## src/hdl/osw_pkg.sv

```systemverilog
/*
  Constants, types and register layout for the internal oscillator
  select and clock switch block.
  Assumes a 20 MHz register clock and a 32-bit Avalon-MM slave port.
*/
package osw_pkg;
  // ------------------------------------------------------------------
  // Register map (byte addresses)
  // ------------------------------------------------------------------
  localparam logic [3:0] OFF_OSC_CONTROL   = 4'h0; // Control word
  localparam logic [3:0] OFF_OSC_STATUS    = 4'h4; // Status word
  localparam logic [3:0] OFF_TIMER_ONE_CTL = 4'h8; // Secondary osc enable
  // Control fields
  localparam int          SCS_LSB  = 0;
  localparam int          IFS_LSB  = 3;
  localparam int          SPLL_BIT = 7;
  localparam logic [31:0] CTRL_RESET = 32'h0000_0038; // Freq code 0111
  // Status fields
  localparam int ST_STARTUP_TIMER_STATUS = 0;
  localparam int ST_LF   = 1;
  localparam int ST_MF   = 2;
  localparam int ST_HF   = 3;
  localparam int ST_SECR = 4;
  localparam int ST_PLL  = 5;
  localparam int ST_BUSY = 6;
  // Timer-one control field
  localparam int SOSC_EN_BIT = 3;
  // ------------------------------------------------------------------
  // Encodings
  // ------------------------------------------------------------------
  localparam logic [3:0] IFS_RESET   = 4'h7; // 500 kHz after reset
  localparam logic [3:0] IFS_PLL_8M  = 4'he; // 8 MHz code used with PLL
  localparam logic [1:0] SCS_DEFAULT = 2'h0;
  localparam logic [1:0] SCS_SEC     = 2'h1;
  localparam logic [2:0] MODE_LPX    = 3'h0; // Low power crystal
  localparam logic [2:0] MODE_XT     = 3'h1; // Medium crystal
  localparam logic [2:0] MODE_HS     = 3'h2; // High speed crystal
  localparam logic [2:0] MODE_INTERNAL_OSC_BLOCK = 3'h4; // Internal block default
  // Start-up timing
  localparam int OST_CYCLES = 1024; // Crystal and secondary osc cycles
  localparam int LF_SYNC    = 2;    // Low osc sync cycles
  // Source of each frequency code, two bits per code, code 0 in low bits
  // 0 low osc, 1 mid osc, 2 high osc
  localparam logic [31:0] FREQ_SRC_TABLE = 32'haaaa_5550;
  // Clock sources, also the index into the source clock vector
  typedef enum logic [2:0] {
    SRC_LF = 3'h0, SRC_MF = 3'h1, SRC_HF = 3'h2,
    SRC_SEC = 3'h3, SRC_EXT = 3'h4, SRC_PLL = 3'h5
  } osw_src_e;
  localparam int NSRC = 6;
  // Switch sequencer, Gray from SW_IDLE through SW_DONE; SW_DONE back to SW_IDLE flips two bits
  typedef enum logic [2:0] {
    SW_IDLE = 3'h0, SW_START = 3'h1, SW_FALL = 3'h3,
    SW_RISE = 3'h2, SW_DONE = 3'h6
  } osw_state_e;
endpackage

```

## src/hdl/osw_clock_switch.sv

```systemverilog
/*
  Internal oscillator select and glitch-free system clock switch.
  Assumes oscillator clock levels arrive slow enough to be sampled by
  mclk, and that the analog oscillators report ready on their own pins.
*/
// Function
// RULE_01 - Internal oscillators feed one frequency mux
// RULE_02 - Twelve binary frequencies plus low oscillator
// RULE_03 - Reset loads frequency code 0111
// RULE_04 - Duplicate codes reach frequencies from sources
// RULE_05 - PLL output only under exact settings
// RULE_06 - PLL enabled by software or configuration
// RULE_07 - No PLL while source select is 1x
// RULE_08 - Start stopped oscillator, wait its delay
// RULE_09 - Fall of old, hold low, rise new
// RULE_10 - Status reports oscillators, updated at end
// RULE_11 - Same source switch skips start-up delay
// RULE_12 - Low osc two-cycle sync, off when left
// RULE_13 - Source select: default, secondary, internal
// RULE_14 - Reset clears source select
// RULE_15 - Automatic switches keep source select unchanged
// RULE_16 - Start-up status shows external source active; code shows crystal start-up timer expiry instead
// RULE_17 - Secondary oscillator runs only when enabled
// RULE_18 - Software selects secondary only after ready
// RULE_19 - Crystal and secondary wait 1024 cycles
// RULE_20 - High source derived from mid oscillator
// RULE_21 - Frequency code sources from parameter table
`timescale 1ns/1ns
`default_nettype none
module osw_clock_switch #(
  parameter logic [31:0] FREQ_SRC = osw_pkg::FREQ_SRC_TABLE,
  parameter int          OST_CNT  = osw_pkg::OST_CYCLES
) (
  input  wire logic        mclk,
  input  wire logic        resetn,
  // Avalon-MM slave
  input  wire logic [3:0]  address,
  input  wire logic        read,
  input  wire logic        write,
  input  wire logic [31:0] writedata,
  output logic [31:0]      readdata,
  output logic             waitrequest,
  // Configuration straps and neighbours
  input  wire logic [2:0]  cfg_osc_mode,
  input  wire logic        cfg_pll_enable,
  input  wire logic        cfg_two_speed,
  input  wire logic        watchdog_enable,
  input  wire logic        failsafe_enable,
  // Source clock levels, indexed by source code
  input  wire logic [5:0]  src_clk,
  // Ready pins of high, mid and low oscillators
  input  wire logic        hf_ready,
  input  wire logic        mf_ready,
  input  wire logic        lf_ready,
  // Oscillator controls and switched clock
  output logic             hf_osc_en,
  output logic             mf_osc_en,
  output logic             lf_osc_en,
  output logic             pll_en,
  output logic             sec_osc_run,
  output logic [3:0]       post_freq_sel,
  output logic [2:0]       active_src,
  output logic             sys_clk
);
  // ------------------------------------------------------------------
  // State
  // ------------------------------------------------------------------
  typedef struct packed {
    logic [5:0]  clk_s1;   // First sync stage, read by clk_s2 only
    logic [5:0]  clk_s2;   // Synced source levels
    logic [5:0]  clk_prev; // Previous synced levels for edges
    logic [2:0]  rdy_s1;   // First sync stage of ready pins
    logic [2:0]  rdy_s2;   // Synced ready {hf,mf,lf}
    logic [1:0]  scs;      // Source select
    logic [3:0]  ifs;      // Frequency select
    logic        spll;     // Software PLL enable
    logic        sosc_en;  // Secondary oscillator enable
    logic [10:0] ost_cnt;  // External start-up count
    logic        startup_timer_status;     // Start-up timer expired
    logic [10:0] sec_cnt;  // Secondary start-up count
    logic        sec_rdy;  // Secondary ready
    logic [1:0]  lf_cnt;   // Low oscillator sync count
    osw_pkg::osw_state_e st;
    logic [2:0]  cur_src;  // Running source
    logic [2:0]  tgt_src;  // Source being switched to
    logic [3:0]  cur_frq;  // Running frequency code
    logic [3:0]  tgt_frq;  // Frequency code being switched to
    logic [2:0]  ostat;    // Reported {hf,mf,lf}
    logic        sclk;     // System clock level
    logic [3:0]  osc_en;   // {pll,hf,mf,lf}
    logic        wreq;     // Waitrequest
    logic [31:0] rdata;    // Read data
  } osw_state_s;

  osw_state_s s_reg;
  osw_state_s s_next;

  // Counter widths and limits, sized to the counters
  localparam logic [10:0] OST_LAST = 11'(OST_CNT - 1);
  localparam logic [1:0]  LF_LAST  = 2'(osw_pkg::LF_SYNC);

  // ------------------------------------------------------------------
  // Helpers
  // ------------------------------------------------------------------
  // Oscillator behind a frequency code
  function automatic logic [2:0] code_src(input logic [3:0] code);
    code_src = {1'b0, FREQ_SRC[{code, 1'b0} +: 2]}; // [RULE_21] [RULE_04]
  endfunction

  // Crystal modes use the start-up timer
  function automatic logic is_crystal(input logic [2:0] m);
    is_crystal = (m == osw_pkg::MODE_LPX) || (m == osw_pkg::MODE_XT) ||
                 (m == osw_pkg::MODE_HS);
  endfunction

  // Rising edge of a synced source level
  function automatic logic rise(input logic [5:0] now, input logic [5:0] pre,
                                input logic [2:0] i);
    rise = now[i] & ~pre[i];
  endfunction

  // Combinational terms read by the next-state process
  logic       pll_on;   // PLL request
  logic [2:0] want_src; // Source the settings ask for
  logic       want_rdy; // Wanted source has started
  logic [1:0] a_idx;    // Word index of the bus access
  logic       acc;      // Access taken this cycle

  // ------------------------------------------------------------------
  // Next state
  // ------------------------------------------------------------------
  always_comb begin
    s_next = s_reg;
    // Input synchronisers
    s_next.clk_s1   = src_clk;
    s_next.clk_s2   = s_reg.clk_s1;
    s_next.clk_prev = s_reg.clk_s2;
    s_next.rdy_s1   = {hf_ready, mf_ready, lf_ready};
    s_next.rdy_s2   = s_reg.rdy_s1;

    // PLL only from internal default, source select 00, 8 MHz code
    pll_on = (s_reg.spll | cfg_pll_enable) &&                        // [RULE_06]
             cfg_osc_mode == osw_pkg::MODE_INTERNAL_OSC_BLOCK &&
             s_reg.scs == osw_pkg::SCS_DEFAULT &&                     // [RULE_07]
             s_reg.ifs == osw_pkg::IFS_PLL_8M;                        // [RULE_05]

    // Source choice; two-speed start keeps source select untouched
    if (s_reg.scs[1]) begin
      want_src = code_src(s_reg.ifs);                                 // [RULE_13]
    end else if (s_reg.scs == osw_pkg::SCS_SEC) begin
      want_src = osw_pkg::SRC_SEC;                                    // [RULE_13]
    end else if (cfg_osc_mode == osw_pkg::MODE_INTERNAL_OSC_BLOCK) begin
      want_src = pll_on ? osw_pkg::SRC_PLL : code_src(s_reg.ifs);
    end else if (is_crystal(cfg_osc_mode) && cfg_two_speed && !s_reg.startup_timer_status) begin
      want_src = code_src(s_reg.ifs);                                 // [RULE_15]
    end else begin
      want_src = osw_pkg::SRC_EXT;
    end

    // Start-up done for the target source
    unique case (s_reg.tgt_src)
      osw_pkg::SRC_LF:  want_rdy = s_reg.rdy_s2[0] && s_reg.lf_cnt == LF_LAST;
      osw_pkg::SRC_MF:  want_rdy = s_reg.rdy_s2[1];
      osw_pkg::SRC_HF,
      osw_pkg::SRC_PLL: want_rdy = s_reg.rdy_s2[2] && s_reg.rdy_s2[1]; // [RULE_20]
      osw_pkg::SRC_SEC: want_rdy = s_reg.sec_rdy;                      // [RULE_19]
      default:          want_rdy = s_reg.startup_timer_status || !is_crystal(cfg_osc_mode);
    endcase

    // Crystal start-up timer counts external clock edges
    if (!is_crystal(cfg_osc_mode)) begin
      s_next.startup_timer_status = 1'b0;
    end else if (!s_reg.startup_timer_status && rise(s_reg.clk_s2, s_reg.clk_prev, osw_pkg::SRC_EXT)) begin
      s_next.ost_cnt = s_reg.ost_cnt + 11'h001;                       // [RULE_19]
      s_next.startup_timer_status    = (s_reg.ost_cnt == OST_LAST);                   // [RULE_16]
    end

    // Secondary oscillator start-up count, cleared when disabled
    if (!s_reg.sosc_en) begin
      s_next.sec_cnt = 11'h000;                                       // [RULE_17]
      s_next.sec_rdy = 1'b0;
    end else if (!s_reg.sec_rdy && rise(s_reg.clk_s2, s_reg.clk_prev, osw_pkg::SRC_SEC)) begin
      s_next.sec_cnt = s_reg.sec_cnt + 11'h001;                       // [RULE_19]
      s_next.sec_rdy = (s_reg.sec_cnt == OST_LAST);
    end

    // Switch sequencer
    unique case (s_reg.st)
      osw_pkg::SW_IDLE: begin
        s_next.sclk = s_reg.clk_s2[s_reg.cur_src];
        if (want_src != s_reg.cur_src || s_reg.ifs != s_reg.cur_frq) begin
          s_next.tgt_src = want_src;
          s_next.tgt_frq = s_reg.ifs;
          s_next.lf_cnt  = 2'h0;
          // Same oscillator: no start-up delay
          s_next.st = (want_src == s_reg.cur_src) ? osw_pkg::SW_FALL  // [RULE_11]
                                                  : osw_pkg::SW_START;
        end
      end
      osw_pkg::SW_START: begin
        s_next.sclk = s_reg.clk_s2[s_reg.cur_src];
        // Low oscillator needs sync edges after its ready
        if (s_reg.rdy_s2[0] && s_reg.lf_cnt != LF_LAST &&
            rise(s_reg.clk_s2, s_reg.clk_prev, osw_pkg::SRC_LF)) begin
          s_next.lf_cnt = s_reg.lf_cnt + 2'h1;                        // [RULE_12]
        end
        if (want_rdy) begin
          s_next.st = osw_pkg::SW_FALL;                               // [RULE_08]
        end
      end
      osw_pkg::SW_FALL: begin
        // Follow old clock until it falls, then hold low
        s_next.sclk = s_reg.clk_s2[s_reg.cur_src];
        if (s_reg.clk_prev[s_reg.cur_src] && !s_reg.clk_s2[s_reg.cur_src]) begin
          s_next.sclk = 1'b0;                                         // [RULE_09]
          s_next.st   = osw_pkg::SW_RISE;
        end
      end
      osw_pkg::SW_RISE: begin
        s_next.sclk = 1'b0;
        if (rise(s_reg.clk_s2, s_reg.clk_prev, s_reg.tgt_src)) begin
          s_next.sclk    = 1'b1;                                      // [RULE_09]
          s_next.cur_src = s_reg.tgt_src;
          s_next.cur_frq = s_reg.tgt_frq;                             // [RULE_01] [RULE_02]
          s_next.st      = osw_pkg::SW_DONE;
        end
      end
      osw_pkg::SW_DONE: begin
        s_next.sclk  = s_reg.clk_s2[s_reg.cur_src];
        s_next.ostat = s_reg.rdy_s2 & s_reg.osc_en[2:0];              // [RULE_10]
        s_next.st    = osw_pkg::SW_IDLE;
      end
      default: begin
        s_next.st = osw_pkg::SW_IDLE;
      end
    endcase

    // Oscillator enables: running source, target while switching
    s_next.osc_en = 4'h0;
    for (int k = 0; k < 2; k++) begin
      logic [2:0] u;
      u = (k == 0) ? s_reg.cur_src : s_reg.tgt_src;
      if (k == 0 || s_reg.st != osw_pkg::SW_IDLE) begin
        if (u == osw_pkg::SRC_PLL) begin
          s_next.osc_en[3] = 1'b1;                                    // [RULE_05]
        end
        if (u == osw_pkg::SRC_HF || u == osw_pkg::SRC_PLL) begin
          s_next.osc_en[2:1] = 2'h3;                                  // [RULE_20]
        end
        if (u == osw_pkg::SRC_MF) begin
          s_next.osc_en[1] = 1'b1;
        end
        if (u == osw_pkg::SRC_LF) begin
          s_next.osc_en[0] = 1'b1;
        end
      end
    end
    // Low oscillator stays on for watchdog or fail-safe monitor
    if (watchdog_enable || failsafe_enable) begin
      s_next.osc_en[0] = 1'b1;                                        // [RULE_12]
    end

    // Avalon slave: one wait cycle, answer at the next edge
    a_idx = address[3:2];
    acc   = (read || write) && !s_reg.wreq;
    s_next.wreq = !((read || write) && s_reg.wreq);
    if (acc && write) begin
      unique case ({a_idx, 2'h0})
        osw_pkg::OFF_OSC_CONTROL: begin
          s_next.scs  = writedata[osw_pkg::SCS_LSB +: 2];             // [RULE_13]
          s_next.ifs  = writedata[osw_pkg::IFS_LSB +: 4];
          // Software bit unavailable when the strap enables the PLL
          s_next.spll = writedata[osw_pkg::SPLL_BIT] && !cfg_pll_enable; // [RULE_06]
        end
        osw_pkg::OFF_TIMER_ONE_CTL: begin
          s_next.sosc_en = writedata[osw_pkg::SOSC_EN_BIT];           // [RULE_17]
        end
        default: begin
        end
      endcase
    end
    s_next.rdata = 32'h0000_0000;
    if ((read || write) && s_reg.wreq && read) begin
      unique case ({a_idx, 2'h0})
        osw_pkg::OFF_OSC_CONTROL: begin
          s_next.rdata[osw_pkg::SCS_LSB +: 2] = s_reg.scs;
          s_next.rdata[osw_pkg::IFS_LSB +: 4] = s_reg.ifs;
          s_next.rdata[osw_pkg::SPLL_BIT]     = s_reg.spll;
        end
        osw_pkg::OFF_OSC_STATUS: begin
          s_next.rdata[osw_pkg::ST_STARTUP_TIMER_STATUS] = s_reg.startup_timer_status;                // [RULE_16]
          s_next.rdata[osw_pkg::ST_LF]   = s_reg.ostat[0];            // [RULE_10]
          s_next.rdata[osw_pkg::ST_MF]   = s_reg.ostat[1];
          s_next.rdata[osw_pkg::ST_HF]   = s_reg.ostat[2];
          s_next.rdata[osw_pkg::ST_SECR] = s_reg.sec_rdy;             // [RULE_18]
          s_next.rdata[osw_pkg::ST_PLL]  = s_reg.osc_en[3];
          s_next.rdata[osw_pkg::ST_BUSY] = (s_reg.st != osw_pkg::SW_IDLE);
        end
        osw_pkg::OFF_TIMER_ONE_CTL: begin
          s_next.rdata[osw_pkg::SOSC_EN_BIT] = s_reg.sosc_en;
        end
        default: begin
        end
      endcase
    end
  end

  // ------------------------------------------------------------------
  // Registers
  // ------------------------------------------------------------------
  always_ff @(posedge mclk) begin
    if (!resetn) begin
      s_reg          <= '0;
      s_reg.ifs      <= osw_pkg::IFS_RESET;                           // [RULE_03]
      s_reg.scs      <= osw_pkg::SCS_DEFAULT;                         // [RULE_14]
      s_reg.cur_src  <= osw_pkg::SRC_MF;
      s_reg.cur_frq  <= osw_pkg::IFS_RESET;
      s_reg.st       <= osw_pkg::SW_IDLE;
      s_reg.wreq     <= 1'b1;
    end else begin
      s_reg <= s_next;
    end
  end

  // ------------------------------------------------------------------
  // Outputs, all straight from the state register
  // ------------------------------------------------------------------
  assign readdata      = s_reg.rdata;
  assign waitrequest   = s_reg.wreq;
  assign pll_en        = s_reg.osc_en[3];
  assign hf_osc_en     = s_reg.osc_en[2];
  assign mf_osc_en     = s_reg.osc_en[1];
  assign lf_osc_en     = s_reg.osc_en[0];
  assign sec_osc_run   = s_reg.sosc_en;                               // [RULE_17]
  assign post_freq_sel = s_reg.cur_frq;                               // [RULE_01]
  assign active_src    = s_reg.cur_src;
  assign sys_clk       = s_reg.sclk;
endmodule
`default_nettype wire

```

## config.mk

```make
export PLATFORM = sky130hd
export DESIGN_NAME = osw_clock_switch
export DESIGN_NICKNAME = d
export VERILOG_FILES = /design/src/hdl/osw_pkg.sv /design/src/hdl/osw_clock_switch.sv
export SDC_FILE = /design/constraint.sdc
export NUM_CORES = 1
export LEC_CHECK = 0
export BUFFER_PORTS_ARGS = -buffer_cell sky130_fd_sc_hd__buf_2
export CAP_MARGIN = 10
export CORE_ASPECT_RATIO = 1.2
export CORE_MARGIN = 3
export CORE_UTILIZATION = 48
export CTS_BUF_LIST = sky130_fd_sc_hd__clkbuf_8 sky130_fd_sc_hd__clkbuf_16
export CTS_CLUSTER_SIZE = 10
export DETAILED_ROUTE_END_ITERATION = 8
export GPL_TIMING_DRIVEN = 0
export PLACE_DENSITY = 0.76
export SLEW_MARGIN = 10
export SYNTH_ARGS = -nofsm -noshare
export SYNTH_HDL_FRONTEND = slang
export SYNTH_SLANG_ARGS = --single-unit
```

## constraint.sdc

```tcl
create_clock -name mclk -period 1.7 [get_ports mclk]
set_input_delay 0.17 -clock mclk [delete_from_list [all_inputs] [get_ports mclk]]
set_output_delay 0.17 -clock mclk [all_outputs]
set_load 0.02 [all_outputs]
```

==> results.cfg, run 1 <==
[sta]
fin_ws_ns = -0.263
rsz0062_at_grt = yes
slew_violations = 0
fin_crit_sh = 1.15
finalClockSkew_ns = 0.0127
hold_viol = 0
fmax_mhz = 509
max_slew_margin = 0.564
tightest_slew_ns = 0.652
finalSetupViolations = 20
fin_crit_ns = 1.96

[cells_and_area]
area_growth_syn_to_layout_pct = 28.5
fillers = 689
nets = 630
drive_above_1_share = 0.311
diodes = 0
post-route-util = 0.650
largest_register_ffs = 55
final_area_mm2 = 0.00545

[synth]
netlist.area_leader.share = 0.434
synth_top_area_cell = dfxtp_1
ys_ff_latch = 92
yosys_warnings = 0
synth_cell_types = 61
netlist_area_mm2 = 0.00424
synth.most_common_cell = dfxtp_1
synthCells = 457
synth_edf_count = 0
synth_ff_type = dfxtp_1
netlist_top_cells_count = dfxtp_1 (92), nand2_1 (51), buf_4 (41)
syn_avg_cell_area_um2 = 9.28
yosysSeqAreaShare = 0.434
async_flop_share = 0
synth_area_leaders = dfxtp_1 (43%), buf_4 (7.3%), mux2i_1 (6.8%), and2_1 (4.6%), nand2_1 (4.5%)

[placement]
place_area_mm2 = 0.00473
gp_congestion = 0.844
port-buffer-count = 49
dp_hpwl_mm = 6.57

[detailed_routing]
wirelength_mm = 9.71
viasPerCell = 5.05
drtIter0Drc = 138
post_drt_wl_per_cell_um = 14.1
postRouteAntennaNets = 0
dr.pass1.iters = 4
drc = 0
vias = 3485

[critical_path]
required_ns = 1.96
critical_path_class = reg -> reg
ff2ff_path_depth = 8
arrival_ns = 2.22
crit_fanout = 8
endpoint_kind = flop
cp-start-kind = flop

[worst_hold_path]
hold_class = in -> reg
whs_path_depth = 2

[cts]
cts_tree = done
clockRootBuffer = clkbuf_8
cts.clk_slew.worst_paths_ns = 0.10
clock_sinks = 92
cts-buffers-inserted = 9
htreeDepth = 3
clk_latency_ns = 0.37
cts_max_path_buffers = 2

[power]
ir_drop_v = 0.000582
power_density_mw_per_mm2 = 816
leakagePower_nw = 2.25

[floorplan]
initial_core_util = 0.506
ios = 102
die_w_um = 91.8
dieArea_mm2 = 0.0100
die_h_um = 109
fp-row-count = 36
core_mm2 = 0.00838

[global_routing]
grt_pass1_wl_mm = 15.2
grt_max_degree = 17
antenna_found_initial = 0
grt_pass1_vias = 3240
grt_use_total = 0.194
grt_overflow = 0

[outcome]
status = finished with violations
violations = negative setup slack

[job]
drv_cap = 0
## layer usage
metal,global-route usage,vias to the layer above,part of all wire
met5,0,-,0
met2,0.343,114,0.51
met3,0.0476,17,0.065
met1,0.230,1626,0.40
li1,-,1728,-
met4,0.0722,0,0.017
## per-stage QoR
step                      hold WS [ns]  setup TNS [ns]  std cells  power (mW)  setup WS (ns)
after floorplan                  0.286          -0.781        480        2.73         -0.109
after global placement           0.375           -6.36        643        2.86         -0.439
after detailed placement         0.380           -7.95        643        2.88         -0.490
after CTS                      0.00613           -3.21        676        4.39         -0.234
after global routing           0.00975           -4.81        690        4.64         -0.310
final                           0.0153           -3.26        690        4.45         -0.263
## cells in the final DEF, fill, tap and decap left out, types with 4 or more instances in the layout
cell,instances
conb_1,24
nor3b_1,5
nor2b_1,14
a21boi_1,11
dfxtp_1,80
xnor2_1,11
xor2_1,6
nand3_1,7
or3_1,6
nand2b_1,4
a21oi_1,4
dlygate4sd3_1,9
nand2_1,49
and3_1,5
nand4_1,8
buf_2,49
inv_1,6
buf_6,7
dfxtp_2,11
clkbuf_1,14
o21ai_1,8
and2_1,30
buf_4,60
mux2i_1,28
nor2_1,25
clkbuf_8,9
## power breakdown
group          internal, mW  total [mW]  leakage (nW)  switching, mW
clock network         0.689        1.48         0.102          0.788
logic                 0.327       0.680          1.40          0.353
registers              2.23        2.29         0.751         0.0624
## layout make-up
cell class,instances,area [um^2],share of cell area
multi-input combinational,321,2280,0.419
sequential,92,1860,0.341
timing repair buffer,83,551,0.101
buffer,58,390,0.0716
tap,114,143,0.0262
clock buffer,9,124,0.0227
clock inverter,7,76.3,0.0140
inverter,6,22.5,0.00413
## worst paths after layout
| kind | start | endpoint | slack (ns) |
|---|---|---|---|
| setup reg to reg | s_reg[89] | s_reg[44] | -0.26 |
| setup / recovery | s_reg[89] | s_reg[44] | -0.26 |
| hold / removal | write | waitrequest | 0.02 |
| hold reg to reg | s_next[106] | s_next[100] | 0.44 |
## cell families (layout without fill, tap and decap cells)
| family | count (synthesis) | in the layout | share of synthesized area |
|---|---|---|---|
| simple gates | 184 | 184 | 0.235 |
| flops | 92 | 92 | 0.434 |
| compound gates | 59 | 59 | 0.103 |
| buf+inv | 67 | 163 | 0.0965 |
| other cells | 1 | 24 | 0.000885 |
| fa+ha+maj | 3 | 3 | 0.00886 |
| xor+xnor | 18 | 18 | 0.0372 |
| mux | 33 | 33 | 0.0844 |
## what timing repair did
action	in CTS	in global routing
buffers inserted	9	15
resized for setup	25	36
cloned	0	1
hold buffers	9	0
setup endpoints to repair	25	30
endpoints found under the hold margin	9	0
pin swaps	2	17
## critical path, stage by stage (launching register included)
cell and delay, ns:
dfxtp_2 0.33, buf_6 0.12, and4b_2 0.25, a31oi_4 0.21, o22ai_4 0.12, xor2_2 0.20
o31a_1 0.34, buf_4 0.18, mux2i_1 0.12
Power figures use the tool's default switching activity.
==> run 2, diff against run 1 <==
CORE_ASPECT_RATIO = 1.1   (was 1.2)
SETUP_SLACK_MARGIN = 0.2   (was unset)
==> results.cfg, run 2 (same netlist as run 1, synthesis figures left out) <==
[sta]
max_slew_margin = 0.574
fin_crit_sh = 1.15
rsz0062_at_grt = yes
finalClockSkew_ns = 0.00868
fmax_mhz = 511
tightest_slew_ns = 0.630
fin_crit_ns = 1.96
finalSetupViolations = 18
fin_ws_ns = -0.256
setup_tns_ns = -2.52
hold_viol = 0
slew_violations = 0
hold_ws_ns = 0.0138

[cts]
cts-buffers-inserted = 9
clockRootBuffer = clkbuf_8
cts_max_path_buffers = 2
clk_latency_ns = 0.36
cts_tree = done
htreeDepth = 3
clock_sinks = 92
cts.clk_slew.worst_paths_ns = 0.09

[placement]
gp_congestion = 0.825
dp_hpwl_mm = 6.46
pre_cts_slack_ns = -0.417
port-buffer-count = 49

[critical_path]
r2r_setup_slack_ns = -0.26
critPathSlowestCell = dfxtp_2
crit_path_end = s_reg[59]
cp.depth = 8
crit_top_cell = buf_6
ff2ff_path_depth = 8
required_ns = 1.98
r2r-end = s_reg[59]
path_cells = buf_6 > and4b_2 > a31oi_2 > o22ai_2 > xor2_2 > o31a_1 > buf_6 > o31ai_4
cp_top_family = compound AO/OA/AOI/OAI gates
cp-start-kind = flop
startpoint = s_reg[89]
crit_fanout = 5
critical_path_buf_inv_count = 2
endpoint_kind = flop
timing.rr.start = s_reg[89]
arrival_ns = 2.23
max_stage_delay_ns = 0.33
critical_path_class = reg -> reg

[cells_and_area]
nets = 624
largest_register_ffs = 55
area_growth_syn_to_layout_pct = 27.5
post-route-util = 0.636
final_common_cell = dfxtp_1
drive_above_1_share = 0.339
diodes = 0
mostFrequentLayoutCells = dfxtp_1 (76), buf_4 (61), buf_2 (50)

[global_routing]
grt_max_degree = 15
antenna_found_initial = 0
grt_pass1_wl_mm = 14.8
grt_use_total = 0.189
grt_overflow = 0
grt_pass1_vias = 3200

[floorplan]
initial_core_util = 0.499
core_mm2 = 0.00850
ios = 102
fp-row-count = 35
die_h_um = 105
die_w_um = 95.6
dieArea_mm2 = 0.0100

[outcome]
status = finished with violations
violations = negative setup slack

[detailed_routing]
viasPerCell = 5.04
drtIter0Drc = 183
vias = 3432
post_drt_wl_per_cell_um = 13.8
postRouteAntennaNets = 0
wirelength_mm = 9.42
drc = 0
dr.pass1.iters = 5

[worst_hold_path]
hold_class = in -> reg
min_from = src_clk[2]

[power]
leakagePower_nw = 2.26
power_density_mw_per_mm2 = 823
total_power_mw = 4.45
ir_drop_v = 0.000415

[job]
drv_cap = 0
-- run 2: area by class of cell --
| cell class | count | area, um^2 |
|---|---|---|
| Clock buffer | 11 | 151 |
| Fill cell | 704 | 3090 |
| Multi-Input combinational cell | 321 | 2300 |
| Clock inverter | 5 | 52.6 |
| Inverter | 6 | 22.5 |
| Timing Repair Buffer | 74 | 457 |
| Sequential cell | 92 | 1870 |
| Buffer | 61 | 415 |
| Tap cell | 111 | 139 |
-- run 2: layer usage --
metal | global-route usage | vias to the layer above | part of all wire
met3 | 0.0454 | 8 | 0.058
li1 | - | 1710 | -
met2 | 0.308 | 102 | 0.49
met4 | 0.0701 | 0 | 0.015
met1 | 0.239 | 1612 | 0.43
met5 | 0 | - | 0
-- run 2: timing repair --
item / CTS / global route
setup endpoints to repair: 36 / 46
gates resized for setup: 35 / 32
pin swaps: 11 / 10
hold buffers: 0 / 0
endpoints found under the hold margin: 0 / 0
setup buffers: 18 / 6
gates cloned: 1 / 0
-- run 2: worst min-delay path by stage --
stage / slack, ns / end / cells after the start
after detailed placement: 0.38 / s_next[108] / 2
after global routing: 0.002 / s_next[106] / 2
after floorplan: 0.29 / waitrequest / 1
after global placement: 0.38 / s_next[94] / 2
after CTS: 0.006 / s_next[107] / 2
final: 0.01 / s_next[106] / 2
-- run 2: power by group --
part | internal (mW) | leakage [nW] | total, mW | switching (mW)
logic | 0.318 | 1.40 | 0.668 | 0.350
clock network | 0.750 | 0.104 | 1.49 | 0.744
registers | 2.22 | 0.755 | 2.28 | 0.0620
total | 3.29 | 2.26 | 4.45 | 1.16
-- run 2: worst reg2reg max path: stages, from the launching register on --
cell	delay (ns)
dfxtp_2	0.33
buf_6	0.10
and4b_2	0.27
a31oi_2	0.10
o22ai_2	0.25
xor2_2	0.13
o31a_1	0.33
buf_6	0.15
o31ai_4	0.21
-- run 2: per-stage QoR --
step	cell area, um^2	std cells
6_report	5410	681
5_1_grt	5410	681
4_1_cts	5250	675
3_3_place_gp	4770	640
3_5_place_dp	4770	640
2_1_floorplan	4390	480
==> run 3, diff against run 2 <==
CORE_UTILIZATION = 50   (was 48)
PLACE_DENSITY = 0.75   (was 0.76)
TNS_END_PERCENT = 50   (was unset)
clock period = 2.5 ns   (was 1.7 ns; I/O delays follow)
==> results.cfg, run 3 (same netlist as run 1, synthesis figures left out) <==
[cts]
cts.clk_slew.worst_paths_ns = 0.10
cts-buffers-inserted = 9
post_cts_resized = 0
clk_latency_ns = 0.37
htreeDepth = 3
clock_sinks = 92
cts_setup_buffers = 0
cts-hold-fix-buffers = 0
cts_tree = done
clockRootBuffer = clkbuf_8
cts_max_path_buffers = 2

[detailed_routing]
viasPerCell = 4.99
postRouteAntennaNets = 0
drtIter0Drc = 143
dr.pass1.iters = 4
post_drt_wl_per_cell_um = 13.4
drc = 0
vias = 3266
wirelength_mm = 8.77

[critical_path]
endpoint_kind = flop
ff2ff_path_depth = 8
r2r_setup_slack_ns = 0.45
max_stage_delay_ns = 0.36
required_ns = 2.78
cp.depth = 8
critical_path_buf_inv_count = 2
arrival_ns = 2.33
timing.rr.start = active_src[1]
startpoint = active_src[1]
critPathSlowestCell = dfxtp_1
crit_path_end = s_reg[58]
cp_top_family = simple AND/OR/NAND/NOR gates
r2r-end = s_reg[58]
cp-start-kind = flop
crit_fanout = 10
path_cells = buf_2 > nor2b_1 > and3_1 > nor3_1 > nand2b_1 > o31a_1 > buf_4 > o31ai_1
critical_path_class = reg -> reg

[floorplan]
initial_core_util = 0.524
fp-row-count = 34
die_w_um = 93.8
core_mm2 = 0.00808
dieArea_mm2 = 0.00962
ios = 102
die_h_um = 103

[global_routing]
grt_use_total = 0.191
grt_max_degree = 17
grt_pass1_wl_mm = 14.2
antenna_found_initial = 0
grt_overflow = 0
grt_pass1_vias = 3012

[sta]
tightest_slew_ns = 0.610
fmax_mhz = 487
hold_viol = 0
fin_crit_sh = 0.821
slew_violations = 0
setup_tns_ns = 0
max_slew_margin = 0.587
fin_ws_ns = 0.447
finalSetupViolations = 0
rsz0062_at_grt = no
fin_crit_ns = 2.05
finalClockSkew_ns = 0.0132

[power]
total_power_mw = 2.92
leakagePower_nw = 2.06
switching_share = 0.267
power_frac_comb = 0.127
power_density_mw_per_mm2 = 594
ir_drop_v = 0.000372
p_int_mw = 2.15
seq_power_share = 0.530
switchingPower_uw = 780
power_frac_clock = 0.343

[cells_and_area]
nets = 600
final_common_cell = dfxtp_1
drive_above_1_share = 0.216
fillers = 706
area_growth_syn_to_layout_pct = 16.1
diodes = 0
largest_register_ffs = 55
mostFrequentLayoutCells = dfxtp_1 (92), buf_2 (52), nand2_1 (51)
regArea_mm2 = 0.00184
multi_input_area_mm2 = 0.00207

[outcome]
status = complete, no violations

[placement]
dp_hpwl_mm = 6.50
pre_cts_slack_ns = 0.365
gp_congestion = 0.878
port-buffer-count = 49

[worst_hold_path]
hold_class = in -> reg

[job]
drv_cap = 0
## run 3: worst min path at each step
stage | start | end | slack [ns] | cells past startpoint
final | write | waitrequest | 0.09 | 2
after global routing | src_clk[4] | s_next[108] | 0.08 | 2
after global placement | s_next[108] | s_next[102] | 0.42 | 1
after CTS | src_clk[4] | s_next[108] | 0.07 | 2
after floorplan | write | waitrequest | 0.37 | 1
after detailed placement | s_next[108] | s_next[102] | 0.42 | 1
## run 3: power groups by stage
stage	Sequential [mW]	Clock (mW)	Combinational, mW
CTS	1.55	1.03	0.367
finish	1.55	1.00	0.371
detailed placement	1.58	0	0.365
global route	1.56	1.10	0.406
global placement	1.58	0	0.359
floorplan	1.58	0	0.274
## run 3: stage by stage
| step | hold WS, ns | instance area (um^2) | instances | util |
|---|---|---|---|---|
| after floorplan | 0.366 | 4330 | 480 | - |
| after global placement | 0.416 | 4710 | 637 | 0.582 |
| after detailed placement | 0.420 | 4710 | 637 | 0.582 |
| after CTS | 0.0722 | 4900 | 653 | 0.607 |
| after global routing | 0.0752 | 4920 | 654 | 0.609 |
| final | 0.0860 | 4920 | 654 | 0.609 |
## run 3: layout make-up
cell class              instances  share of cell area
plain buffers                  61              0.0785
clock buffers                   9              0.0252
clock inverters                 7              0.0150
inverters                       6             0.00457
multi-input cells             321               0.421
flip-flops and latches         92               0.374
well taps                     108              0.0274
repair buffers                 50              0.0539
## run 3: per-layer routing
layer | vias to the layer above | routed length (um) | part of all wire | track usage
li1 | 1667 | - | - | -
met1 | 1498 | 3870 | 0.44 | 0.243
met2 | 85 | 4320 | 0.49 | 0.305
met3 | 16 | 408 | 0.047 | 0.0526
met4 | 0 | 182 | 0.021 | 0.0833
met5 | - | 0 | 0 | 0
